==> src/design/port_share_pkg.sv <==
// Package for the memory port share and board strobe block.
// Assumes one 125 MHz system clock; pins synchronised inside the block.
package port_share_pkg;
   // ****************************************************
   // Register map (plain register port)
   // ****************************************************
   localparam int        ADDR_W              = 4;
   localparam logic [3:0] OFS_BOARD_CTRL     = 4'h0;
   localparam logic [3:0] OFS_SERIAL_MEM     = 4'h1;
   localparam logic [3:0] OFS_DEVICE_CONFIG  = 4'h2;
   localparam logic [3:0] OFS_CHIP_CTRL      = 4'h3;
   localparam logic [3:0] OFS_PORT_CTRL      = 4'h4;
   // ****************************************************
   // Field positions
   // ****************************************************
   // board_control_reg
   localparam int        BIT_BOARD_READ      = 0;
   localparam int        BIT_BOARD_STROBE    = 1;
   localparam int        BRD_DATA_LO         = 2;
   localparam int        BRD_DATA_HI         = 7;
   // serial_mem_ctrl_reg
   localparam int        BIT_SERIAL_SEL      = 0;
   localparam int        BIT_GRANT_LEVEL     = 7;
   // device_config_reg
   localparam int        BIT_SINGLE_USER     = 0;
   // chip control
   localparam int        BIT_CHIP_RESET      = 0;
   // port control: software wants the port / a cycle is running
   localparam int        BIT_PORT_WANT       = 0;
   localparam int        BIT_CYCLE_BUSY      = 1;
   localparam int        BIT_READ_CYCLE      = 2;
   localparam int        BIT_PORT_OWNED      = 3;
   // ****************************************************
   // Reset values
   // ****************************************************
   localparam logic [7:0] RST_BYTE           = 8'h00;
   localparam logic [1:0] SYNC_RST           = 2'h3;
endpackage

==> src/design/memory_port_share.sv <==
// Memory port arbitration and board strobe logic.
// Assumes the grant pin and bus reset come from outside the clock domain,
// and that the external arbitrator runs off the same reference clock.
//
// Decided for this implementation: the placing of the registers and the strobed register port.
`timescale 1ns/1ps

module memory_port_share
   import port_share_pkg::*;
(
   input  wire logic              sys_clk_i,
   input  wire logic              resetn_i,
   input  wire logic              clk_en_i,
   // Register port
   input  wire logic [ADDR_W-1:0] reg_addr_i,
   input  wire logic [7:0]        reg_wdata_i,
   input  wire logic              reg_wr_i,
   input  wire logic              reg_rd_i,
   output logic      [7:0]        reg_rdata_o,
   // Pins
   input  wire logic              host_bus_reset_n_i,
   input  wire logic              port_grant_n_i,
   input  wire logic              single_user_strap_i,
   input  wire logic [4:0]        mem_data_upper_i,
   input  wire logic              mem_data_parity_i,
   output logic                   port_request_n_o,
   output logic                   port_request_n_oe_o,
   output logic                   port_drive_en_o,
   output logic                   board_out_en_n_o,
   output logic                   board_out_en_n_oe_o,
   output logic                   board_write_strobe_o,
   output logic                   board_write_strobe_oe_o,
   // Sequencer / host side
   output logic                   port_stall_o
);
   // ****************************************************
   // Pin synchronisers
   // ****************************************************
   logic [1:0] grant_sync_q;
   logic [1:0] busrst_sync_q;
   logic [5:0] md_sync1_q;
   logic [5:0] md_sync2_q;
   logic [1:0] strap_sync_q;

   // Grant idles high through its pull-up; first stage read only by second
   always_ff @(posedge sys_clk_i or negedge resetn_i) begin
      if (!resetn_i) begin
         grant_sync_q  <= SYNC_RST;
         busrst_sync_q <= 2'h0;
         md_sync1_q    <= 6'h00;
         md_sync2_q    <= 6'h00;
         strap_sync_q  <= 2'h0;
      end else if (clk_en_i) begin
         grant_sync_q  <= {grant_sync_q[0], port_grant_n_i};
         busrst_sync_q <= {busrst_sync_q[0], host_bus_reset_n_i};
         md_sync1_q    <= {mem_data_upper_i, mem_data_parity_i};
         md_sync2_q    <= md_sync1_q;
         strap_sync_q  <= {strap_sync_q[0], single_user_strap_i};
      end
   end

   wire grant_s   = ~grant_sync_q[1];
   wire bus_rst_s = ~busrst_sync_q[1];

   // ****************************************************
   // Software registers
   // ****************************************************
   logic       board_read_select_q;
   logic       board_strobe_bit_q;
   logic       serial_mem_select_q;
   logic       chip_reset_bit_q;
   logic       port_want_q;
   logic       read_cycle_q;
   logic       cycle_busy_q;
   logic       single_user_q;
   logic       strap_taken_q;

   wire wr_board = reg_wr_i && (reg_addr_i == OFS_BOARD_CTRL);
   wire wr_ser   = reg_wr_i && (reg_addr_i == OFS_SERIAL_MEM);
   wire wr_chip  = reg_wr_i && (reg_addr_i == OFS_CHIP_CTRL);
   wire wr_port  = reg_wr_i && (reg_addr_i == OFS_PORT_CTRL);

   // Bus reset clears control bits as well as floating pins
   always_ff @(posedge sys_clk_i or negedge resetn_i) begin
      if (!resetn_i) begin
         board_read_select_q <= 1'b0;
         board_strobe_bit_q  <= 1'b0;
         serial_mem_select_q <= 1'b0;
         chip_reset_bit_q    <= 1'b0;
         port_want_q         <= 1'b0;
         read_cycle_q        <= 1'b0;
         cycle_busy_q        <= 1'b0;
      end else if (clk_en_i) begin
         if (bus_rst_s) begin
            board_read_select_q <= 1'b0;
            board_strobe_bit_q  <= 1'b0;
            serial_mem_select_q <= 1'b0;
            chip_reset_bit_q    <= 1'b0;
            port_want_q         <= 1'b0;
            read_cycle_q        <= 1'b0;
            cycle_busy_q        <= 1'b0;
         end else begin
            if (wr_board) begin
               board_read_select_q <= reg_wdata_i[BIT_BOARD_READ];
               board_strobe_bit_q  <= reg_wdata_i[BIT_BOARD_STROBE];
            end
            if (wr_ser)
               serial_mem_select_q <= reg_wdata_i[BIT_SERIAL_SEL];
            if (wr_chip)
               chip_reset_bit_q <= reg_wdata_i[BIT_CHIP_RESET];
            if (wr_port) begin
               port_want_q  <= reg_wdata_i[BIT_PORT_WANT];
               cycle_busy_q <= reg_wdata_i[BIT_CYCLE_BUSY];
               read_cycle_q <= reg_wdata_i[BIT_READ_CYCLE];
            end
         end
      end
   end

   // Mode strap caught once after reset release and after each bus reset
   always_ff @(posedge sys_clk_i or negedge resetn_i) begin
      if (!resetn_i) begin
         single_user_q <= 1'b0;
         strap_taken_q <= 1'b0;
      end else if (clk_en_i) begin
         if (bus_rst_s)
            strap_taken_q <= 1'b0;
         else if (!strap_taken_q) begin
            single_user_q <= strap_sync_q[1];
            strap_taken_q <= 1'b1;
         end
      end
   end

   // ****************************************************
   // Request / ownership state machine
   // ****************************************************
   typedef enum logic [1:0] {ST_IDLE, ST_REQ, ST_OWN, ST_RELEASE} own_e;
   own_e own_q;
   own_e own_d;

   wire blocked = bus_rst_s || chip_reset_bit_q;

   // Request raised on demand, held until grant seen gone and cycle busy clear
   always_comb begin
      own_d = own_q;
      unique case (own_q)
         ST_IDLE:    if (port_want_q && !blocked) own_d = ST_REQ;
         ST_REQ:     if (grant_s) own_d = ST_OWN;
         ST_OWN:     if (!grant_s) own_d = cycle_busy_q ? ST_RELEASE : ST_IDLE;
         ST_RELEASE: if (!cycle_busy_q) own_d = ST_IDLE;
      endcase
      if (blocked)
         own_d = ST_IDLE;
   end

   // Same rising edge as the arbitrator, so no extra sync on the handshake
   always_ff @(posedge sys_clk_i or negedge resetn_i) begin
      if (!resetn_i)
         own_q <= ST_IDLE;
      else if (clk_en_i)
         own_q <= own_d;
   end

   // ****************************************************
   // Pin drivers
   // ****************************************************
   // Single user: grant is tied low, so ownership follows the sampled grant
   wire single_drive = single_user_q && grant_s && !blocked && !read_cycle_q;
   wire multi_drive  = (own_q == ST_OWN) || (own_q == ST_RELEASE);
   wire owns_port    = single_user_q ? (grant_s && !blocked) : multi_drive;

   // Request stays low from first assertion until grant seen deasserted and cycle busy clear
   assign port_request_n_o    = !((own_q == ST_REQ) || multi_drive);
   assign port_request_n_oe_o = !blocked;
   assign port_drive_en_o     = single_user_q ? single_drive : (multi_drive && !blocked);
   assign port_stall_o        = port_want_q && !owns_port;

   // Strobes gated by live select bits and port ownership
   assign board_out_en_n_o        = !(board_read_select_q && serial_mem_select_q && owns_port);
   assign board_write_strobe_o    = !board_read_select_q && board_strobe_bit_q &&
                                    serial_mem_select_q && owns_port;
   assign board_out_en_n_oe_o     = !bus_rst_s;
   assign board_write_strobe_oe_o = !bus_rst_s;

   // ****************************************************
   // Read back
   // ****************************************************
   wire [7:0] board_rd = {md_sync2_q & {6{!board_out_en_n_o}}, board_strobe_bit_q, board_read_select_q};
   wire [7:0] ser_rd   = {grant_s, 6'h00, serial_mem_select_q};
   wire [7:0] cfg_rd   = {7'h00, single_user_q};
   wire [7:0] chip_rd  = {7'h00, chip_reset_bit_q};
   wire [7:0] port_rd  = {4'h0, owns_port, read_cycle_q, cycle_busy_q, port_want_q};

   wire [7:0] rd_mux = (reg_addr_i == OFS_BOARD_CTRL)    ? board_rd :
                       (reg_addr_i == OFS_SERIAL_MEM)    ? ser_rd   :
                       (reg_addr_i == OFS_DEVICE_CONFIG) ? cfg_rd   :
                       (reg_addr_i == OFS_CHIP_CTRL)     ? chip_rd  :
                       (reg_addr_i == OFS_PORT_CTRL)     ? port_rd  : RST_BYTE;

   // Read data valid only in the cycle after the strobe
   always_ff @(posedge sys_clk_i or negedge resetn_i) begin
      if (!resetn_i)
         reg_rdata_o <= RST_BYTE;
      else if (clk_en_i)
         reg_rdata_o <= reg_rd_i ? rd_mux : RST_BYTE;
   end
endmodule

==> config.mk <==
export PLATFORM = sky130hd
export DESIGN_NAME = memory_port_share
export DESIGN_NICKNAME = d
export VERILOG_FILES = /design/src/design/port_share_pkg.sv /design/src/design/memory_port_share.sv
export SDC_FILE = /design/constraint.sdc
export NUM_CORES = 1
export LEC_CHECK = 0
export BUFFER_PORTS_ARGS = -buffer_cell sky130_fd_sc_hd__buf_2
export CORE_ASPECT_RATIO = 0.5
export CORE_MARGIN = 2
export CORE_UTILIZATION = 48
export CTS_CLUSTER_DIAMETER = 150
export CTS_CLUSTER_SIZE = 24
export DETAILED_ROUTE_END_ITERATION = 16
export PLACE_DENSITY = 0.74
export SETUP_SLACK_MARGIN = 0.5
export SYNTH_ARGS = -nofsm -noshare
export SYNTH_HDL_FRONTEND = slang
export SYNTH_SLANG_ARGS = --single-unit
==> constraint.sdc <==
create_clock -name sys_clk_i -period 1.4 [get_ports sys_clk_i]
set_input_delay 0.07 -clock sys_clk_i [delete_from_list [all_inputs] [get_ports sys_clk_i]]
set_output_delay 0.07 -clock sys_clk_i [all_outputs]
set_load 0.005 [all_outputs]
# After elaboration in Yosys (flattened, before gate mapping)

Index checks and enable logic that the tools add are counted.

Flip-flop bits (word level): 37
Word-level logic and storage cells: 98

Eq/ne operators: 15
Muxes and demuxes: 30
Bitwise gates (word level): 4
Reduce and logical (&&, ||, !) cells: 33

Operators by type and width:

| cell               | count |
|---|---|
| $mux 8             | 3 |
| $mux 1             | 17 |
| $logic_and 1x1->1  | 16 |
| $mux 2             | 6 |
| $mux 4             | 3 |
| $ne 3x3->1 const B | 4 |
| $eq 4x2->1 const B | 2 |
| $ne 2x1->1 const B | 4 |
| $pmux 2 s4         | 1 |
| $reduce_and 2->1   | 4 |
| $and 6x6->6        | 1 |
| $logic_not 1->1    | 6 |
| $reduce_and 5->1   | 1 |
| $eq 2x2->1 const B | 2 |
| $eq 4x1->1 const B | 1 |
| $eq 4x3->1 const B | 1 |
| $logic_not 4->1    | 1 |
| $logic_or 1x1->1   | 3 |
| $not 1->1          | 3 |
| $reduce_and 3->1   | 1 |
| $eq 2x1->1 const B | 1 |
| $logic_not 2->1    | 1 |

# Longest topological paths before layout

Gate-level depths: netlist of run 1.

Word-level depth: 11
Depth in mapped cells: 5
Depth with buffers taken out: 3

# Worst setup path after synthesis of run 1

OpenSTA, ideal clock, no wires.

Path kind: reg2reg
Start: reg grant_sync_q[1]
End: reg reg_rdata_o[7]
Setup time: 126 ps
Arrival: 1,333 ps
Setup slack: -59 ps
Stages on the path, launching flop included: 4
Path buffers: 0
Clock period less this slack: 1,459 ps
Cell sequence: dfstp_2 -> and4bb_4 -> o2111a_2 -> a221o_1

Longest elaborated chain between the ends: 7
Elaborated cells on any way between the ends: 8

RTL lines:

| element                | RTL line                 | source |
|---|---|---|
| start, declared        | memory_port_share.sv:39  | `logic [1:0] grant_sync_q;` |
| start signal, assigned | memory_port_share.sv:54  | `grant_sync_q <= {grant_sync_q[0], port_grant_n_i};` |
| $not 1->1 *            | memory_port_share.sv:62  | `wire grant_s = ~grant_sync_q[1];` |
| $logic_and 1x1->1      | memory_port_share.sv:171 | `wire owns_port = single_user_q ? (grant_s && !blocked) : multi_drive;` |
| $mux 1                 | memory_port_share.sv:171 |  |
| $logic_and 1x1->1      | memory_port_share.sv:180 | `assign board_out_en_n_o = !(board_read_select_q && serial_mem_select_q && owns_port);` |
| $and 6x6->6            | memory_port_share.sv:189 | `wire [7:0] board_rd = {md_sync2_q & {6{!board_out_en_n_o}}, board_strobe_bit_q, board_read_select_q};` |
| $mux 8 *               | memory_port_share.sv:195 | `wire [7:0] rd_mux = (reg_addr_i == OFS_BOARD_CTRL) ? board_rd :` |
| $mux 8 *               | memory_port_share.sv:206 | `reg_rdata_o <= reg_rd_i ? rd_mux : RST_BYTE;` |
| end signal, assigned   | memory_port_share.sv:206 |  |
| end, declared          | memory_port_share.sv:19  | `output logic [7:0] reg_rdata_o,` |

Every way passes the cells marked *; elsewhere a longest branch is shown, timed or not.
A chain may end at the register's enable or synchronous reset.

# Worst setup path after layout of run 1

Start: reg grant_sync_q[1]
End: out port_stall_o

Longest elaborated chain between the ends: 5

RTL lines:

| element           | RTL line                 | source |
|---|---|---|
| $not 1->1         | memory_port_share.sv:62  |  |
| $logic_and 1x1->1 | memory_port_share.sv:171 |  |
| $mux 1            | memory_port_share.sv:171 |  |
| $logic_not 1->1   | memory_port_share.sv:177 | `assign port_stall_o = port_want_q && !owns_port;` |
| $logic_and 1x1->1 | memory_port_share.sv:177 |  |
| end, declared     | memory_port_share.sv:34  | `output logic port_stall_o` |

Every way passes these cells.

==> results of run 1 <==
-- registers in the layout, indices dropped and copies added (netlist names) --
signal / cells
md_sync2_q: 6
reg_rdata_o: 8
read_cycle_q: 1
md_sync1_q: 6
grant_sync_q: 2
serial_mem_select_q: 1
own_q: 2
chip_reset_bit_q: 1
board_read_select_q: 1
single_user_q: 1
busrst_sync_q: 2
strap_taken_q: 1
strap_sync_q: 2
port_want_q: 1
board_strobe_bit_q: 1
cycle_busy_q: 1
-- how the worst max path moves through the flow --
| stage | startpoint | endpoint | slack (ns) | depth (start not counted) |
|---|---|---|---|---|
| after floorplan | grant_sync_q[1] | reg_rdata_o[7] | -0.02 | 3 |
| after global placement | grant_sync_q[1] | reg_rdata_o[7] | 0.006 | 3 |
| after CTS | chip_reset_bit_q | board_write_strobe_o | -0.13 | 4 |
| after detailed placement | grant_sync_q[1] | reg_rdata_o[7] | -0.006 | 3 |
| final | grant_sync_q[1] | port_stall_o | -0.14 | 5 |
| after global routing | chip_reset_bit_q | board_write_strobe_o | -0.20 | 4 |
-- logic make-up after synthesis --
| family | Yosys count | synth area share (%) |
|---|---|---|
| flops | 37 | 49.9 |
| mux | 20 | 12.0 |
| simple gates | 47 | 16.7 |
| buf+inv | 21 | 5.72 |
| compound gates | 39 | 15.7 |
-- final cells by class --
type | count | area (um^2) | share of cell area, %
Clock inverter | 2 | 15.0 | 0.595
Multi-Input combinational cell | 106 | 961 | 38.1
Sequential cell | 37 | 928 | 36.8
Clock buffer | 6 | 72.6 | 2.87
Timing Repair Buffer | 62 | 447 | 17.7
Tap cell | 51 | 63.8 | 2.53
Inverter | 10 | 37.5 | 1.49
-- per-layer routing --
metal,routed length [um],vias up
met3,261,5
met4,47,0
met5,0,-
met2,2120,60
met1,2220,766
li1,-,731
-- critical path, stage by stage (launching register included) --
cell	delay, ns
dfstp_2	0.53
and4bb_4	0.21
buf_6	0.12
buf_6	0.11
nor3_2	0.08
buf_2	0.12
-- synth_stat cells, drive strengths merged, types with 2 or more instances --
cell / n / area share [%]
o221ai: 4 / 1.9
clkbuf: 3 / 0.61
and2: 3 / 1.0
and4bb: 3 / 2.2
a21oi: 7 / 1.9
nor3b: 2 / 0.81
a22oi: 2 / 0.81
nor3: 4 / 1.7
mux2: 18 / 11
nand3: 2 / 0.54
and3: 5 / 1.7
mux2i: 2 / 1.1
a22o: 4 / 2.1
nand4: 4 / 1.3
a31oi: 2 / 0.67
nor2b: 3 / 1.0
nand2b: 2 / 0.67
nor2: 4 / 0.81
nand2: 11 / 2.2
buf: 8 / 3.1
o211ai: 3 / 1.2
a221o: 3 / 1.6
dfrtp: 35 / 47
o21ai: 6 / 1.6
inv: 10 / 2.0
a211o: 2 / 0.94
dfstp: 2 / 2.8
-- power groups by stage --
stage | clock network, mW | logic (mW) | registers (mW)
final | 0.765 | 0.905 | 1.33
after global routing | 0.810 | 0.974 | 1.35
after CTS | 0.771 | 0.799 | 1.32
after detailed placement | 0 | 0.685 | 1.34
after global placement | 0 | 0.671 | 1.33
after floorplan | 0 | 0.405 | 1.34
-- timing repair --
action	CTS	global route
endpoints found under the setup margin	28	32
hold endpoints to repair	15	0
gates resized for setup	20	14
pin swaps	10	6
hold buffers	2	0
setup buffers	7	4
==> flow_summary.yaml, run 1 <==
flow_run:
  cap_viol_max_count: 0
pwr:
  p_leak_nw: 1.14
  power.density_nw_per_um2: 1190
  switching_share_pct: 31.2
  clkPwrFrac_pct: 25.5
  power.switching_mw: 0.936
  seq_power_share_pct: 44.3
  p_int_mw: 2.06
  p_comb_share_pct: 30.2
  peakVddDrop_mv: 0.706
  design_power_total_mw: 3.00
die:
  rows: 15
  core_um2: 3570
  start_util_pct: 52.2
  die_y_um: 48.0
  ioPinCount: 42
  dieArea_um2: 4420
  fp.dieW_um: 92.0
timing:
  worst_pin_slew_ns: 0.534
  min_period_ns: 1.54
  finalSetupViolations: 5
  slew_headroom_pct: 64.3
  maxSlewViolCount: 0
  fin_worst_skew_ns: 0.00756
  period_share_pct: 110
  rsz0062_at_grt: "true"
  timing.final.hold_violations: 0
  timing.hold.ws_ns: 0.00285
  setup_tns_ns: -0.469
  clock.fmax_mhz: 650
  worst_slack_ns: -0.139
clock_network:
  cts_tree: "built"
  cts_max_level: 2
  clkTransAtPathRegs_ns: 0.08
  cts_buffer_depth: 2
  clkSinkCount: 37
  cts_made_buffers: 5
  clkLatencyLatePin_ns: 0.29
  root_buffer: "clkbuf_8"
global_routing:
  busiest_layer: "met2"
  grt_pass1_vias: 1446
  grt_max_degree: 22
  gr-total-overflow: 0
  use_met2_pct: 35.4
  antenna_found_initial: 0
  track_usage_pct: 21.6
  grt_pass1_wl_mm: 7.09
  gr-usage-met3_pct: 4.25
  use_met1_pct: 29.9
final_layout:
  syn_to_final_growth_pct: 35.7
  final_nets: 248
  layout-drive-gt1-share_pct: 55.6
  final_cell_mix: "buf_2 (36), dfrtp_1 (35), mux2_2 (17)"
  nFillCells: 267
  final_util_pct: 70.8
  fin_area_um2: 2520
  diodes: 0
  finalNonFillerCells: 274
  final_common_cell: "buf_2"
routing:
  wirelength_mm: 4.65
  vias: 1562
  drc: 0
  drtAntennaViolNets: 0
  drt-wirelength-per-cell_um: 17.0
  viasPerCell: 5.70
  first_pass_iters: 4
  drt_iter0_markers: 108
min_path:
  min_to: "md_sync1_q[3]"
  hold_start: "mem_data_upper_i[2]"
  hp-class: "in -> reg"
  hold_depth: 2
placement:
  io_buffers: 36
  dp_hpwl_mm: 3.01
  placed_area_um2: 2210
  gp_congestion: 0.852
  dp_slack_ns: -0.00563
  place_inst: 253
setup_path:
  r2r-end: "reg_rdata_o[7]"
  endpoint_kind: "output pin"
  rrSetupSlack_ns: -0.05
  worstSetupStartpointType: "register"
  worstPathRequired_ns: 1.33
  cp.arrival_ns: 1.47
  critPathKind: "reg -> out"
  critical_path_peak_fanout: 4
  rr_worst_depth: 3
  worst_r2r_startpoint: "grant_sync_q[1]"
synth:
  synth_seq_cells: 37
  netlist_instances: 164
  synth_cell_types: 44
  synth_nets: 190
  async_reset_ff_share_pct: 100
  ys_seq_area_share_pct: 49.9
  synth_area_per_cell_um2: 11.3
  syn-cell-area_um2: 1860
  ys.flop_type: "dfrtp_1"
  synth-edff-count: 0
  ys.warnings.count: 0
outcome:
  violations: "negative setup slack"
  outcome: "finished, violations left"
Note: power is estimated with default switching activity, not from simulation.
==> inputs of run 2 (changes only) <==
REMOVE_ABC_BUFFERS = 1   (was unset)
==> flow_summary.yaml, run 2 (synthesized netlist as in run 1, its figures left out) <==
global_routing:
  gr-total-overflow: 0
  track_usage_pct: 21.8
  grt_pass1_vias: 1504
  antenna_found_initial: 0
  grt_max_degree: 18
  grt_pass1_wl_mm: 7.18
outcome:
  outcome: "finished, violations left"
  violations: "negative setup slack"
final_layout:
  syn_to_final_growth_pct: 34.6
  largest_reg_flops: 8
  final_nets: 250
  multi_input_area_um2: 930
  reg_top3: "reg_rdata_o: 8 flops, md_sync1_q: 6 flops, md_sync2_q: 6 flops"
  final_common_cell: "buf_2"
  nFillCells: 258
  fin_area_um2: 2500
  seqCellArea_um2: 931
  largest-register: "reg_rdata_o"
  layout-drive-gt1-share_pct: 52.4
  final_cell_mix: "buf_2 (36), dfrtp_1 (33), mux2_2 (18), buf_4 (18), nand2_1 (10)"
  diodes: 0
timing:
  clock.fmax_mhz: 646
  period_share_pct: 111
  slew_headroom_pct: 67.2
  finalSetupViolations: 6
  maxSlewViolCount: 0
  worst_slack_ns: -0.148
  min_period_ns: 1.55
  fin_worst_skew_ns: 0.00451
  rsz0062_at_grt: "true"
  worst_pin_slew_ns: 0.491
  timing.final.hold_violations: 0
routing:
  viasPerCell: 5.67
  drc: 0
  vias: 1565
  drtAntennaViolNets: 0
  drt_iter0_markers: 102
  wirelength_mm: 4.65
  drt-wirelength-per-cell_um: 16.8
  first_pass_iters: 4
min_path:
  hp-class: "in -> reg"
setup_path:
  endpoint_kind: "output pin"
  cp_cell_sequence: "and4bb_4 > buf_6 > o211ai_1 > buf_2"
  cp_top_family: "flip-flops"
  critical_path_peak_fanout: 3
  worstSetupStartpointType: "register"
  critPathKind: "reg -> out"
  cp.buffers_inverters: 2
  cp.arrival_ns: 1.48
  worstPathRequired_ns: 1.33
  slowest_stage: "dfstp_2"
  cpPeakStageDelay_ns: 0.54
placement:
  dp_hpwl_mm: 3.14
  gp_congestion: 0.897
  dp_slack_ns: -0.0444
  placed_area_um2: 2160
  io_buffers: 36
pwr:
  design_power_total_mw: 3.13
  peakVddDrop_mv: 0.825
  seq_power_share_pct: 43.7
  p_leak_nw: 1.14
  p_int_mw: 2.23
  switching_share_pct: 28.8
  power.density_nw_per_um2: 1250
  power.switching_mw: 0.902
  clkPwrFrac_pct: 29.3
  p_comb_share_pct: 27.0
die:
  start_util_pct: 52.2
  ioPinCount: 42
  fp.dieW_um: 92.0
  die_y_um: 48.0
  rows: 15
  core_um2: 3570
  dieArea_um2: 4420
clock_network:
  root_buffer: "clkbuf_8"
  cts_made_buffers: 5
  cts_tree: "built"
  clkLatencyLatePin_ns: 0.29
  cts_max_level: 2
  clkTransAtPathRegs_ns: 0.07
  cts_buffer_depth: 2
  clkSinkCount: 37
flow_run:
  cap_viol_max_count: 0
run 2: final timing paths:
check / from / slack, ns / depth (start not counted) / end
worst max-delay path: grant_sync_q[1] / -0.15 / 4 / board_out_en_n_o
worst min-delay path: mem_data_upper_i[4] / 0.007 / 2 / md_sync1_q[5]
worst max register to register: busrst_sync_q[1] / -0.04 / 5 / chip_reset_bit_q
worst min register to register: md_sync2_q[2] / 0.50 / 1 / reg_rdata_o[4]
max in group asynchronous: resetn_i / 0.65 / 3 / grant_sync_q[0]
min in group asynchronous: resetn_i / 0.21 / 2 / md_sync2_q[2]
run 2: worst register-to-register path, stage by stage, from the launching register on:
cell and delay [ns]:
dfrtp_1 0.42, buf_4 0.16, buf_8 0.14, and3_4 0.18, and3_1 0.16, a211o_1 0.27
run 2: power by group through the flow:
stage | clock network [mW] | registers, mW | logic [mW]
2_1_floorplan | 0 | 1.34 | 0.299
3_3_place_gp | 0 | 1.35 | 0.587
3_5_place_dp | 0 | 1.36 | 0.603
4_1_cts | 0.931 | 1.36 | 0.692
5_1_grt | 0.990 | 1.38 | 0.912
6_report | 0.918 | 1.37 | 0.845
run 2: repair_timing:
action | 4_1_cts | 5_1_grt
hold buffers | 1 | 1
buffers inserted | 3 | 7
pin swaps | 11 | 6
endpoints found under the hold margin | 13 | 1
resized for setup | 24 | 16
setup endpoints to repair | 27 | 34
run 2: per-layer routing:
metal  vias to the layer above  GRT usage [%]  part of all wire [%]  routed length (um)
met3                        10           5.20                   3.9                 180
met5                         -              0                     0                   0
met1                       782           27.9                    46                2120
met4                         0           6.57                   1.6                  76
li1                        731              -                     -                   -
met2                        42           39.1                    49                2270
run 2: area by class of cell:
type	instances	share of cell area [%]
Clock buffer	6	2.90
Clock inverter	2	1.55
Inverter	10	1.60
Multi-Input combinational cell	106	37.1
Sequential cell	37	37.2
Tap cell	51	2.55
Timing Repair Buffer	64	17.1
run 2: metrics by stage:
step	util, %	hold WS (ns)	instances	TNS [ns]
final	70.2	0.00738	276	-0.481
after global routing	70.2	0.00415	276	-0.822
after CTS	66.5	0.00570	268	-0.490
after detailed placement	60.5	-0.00587	256	-0.0802
after global placement	60.5	-0.0110	256	-0.0247
after floorplan	-	-0.226	153	-0.0588
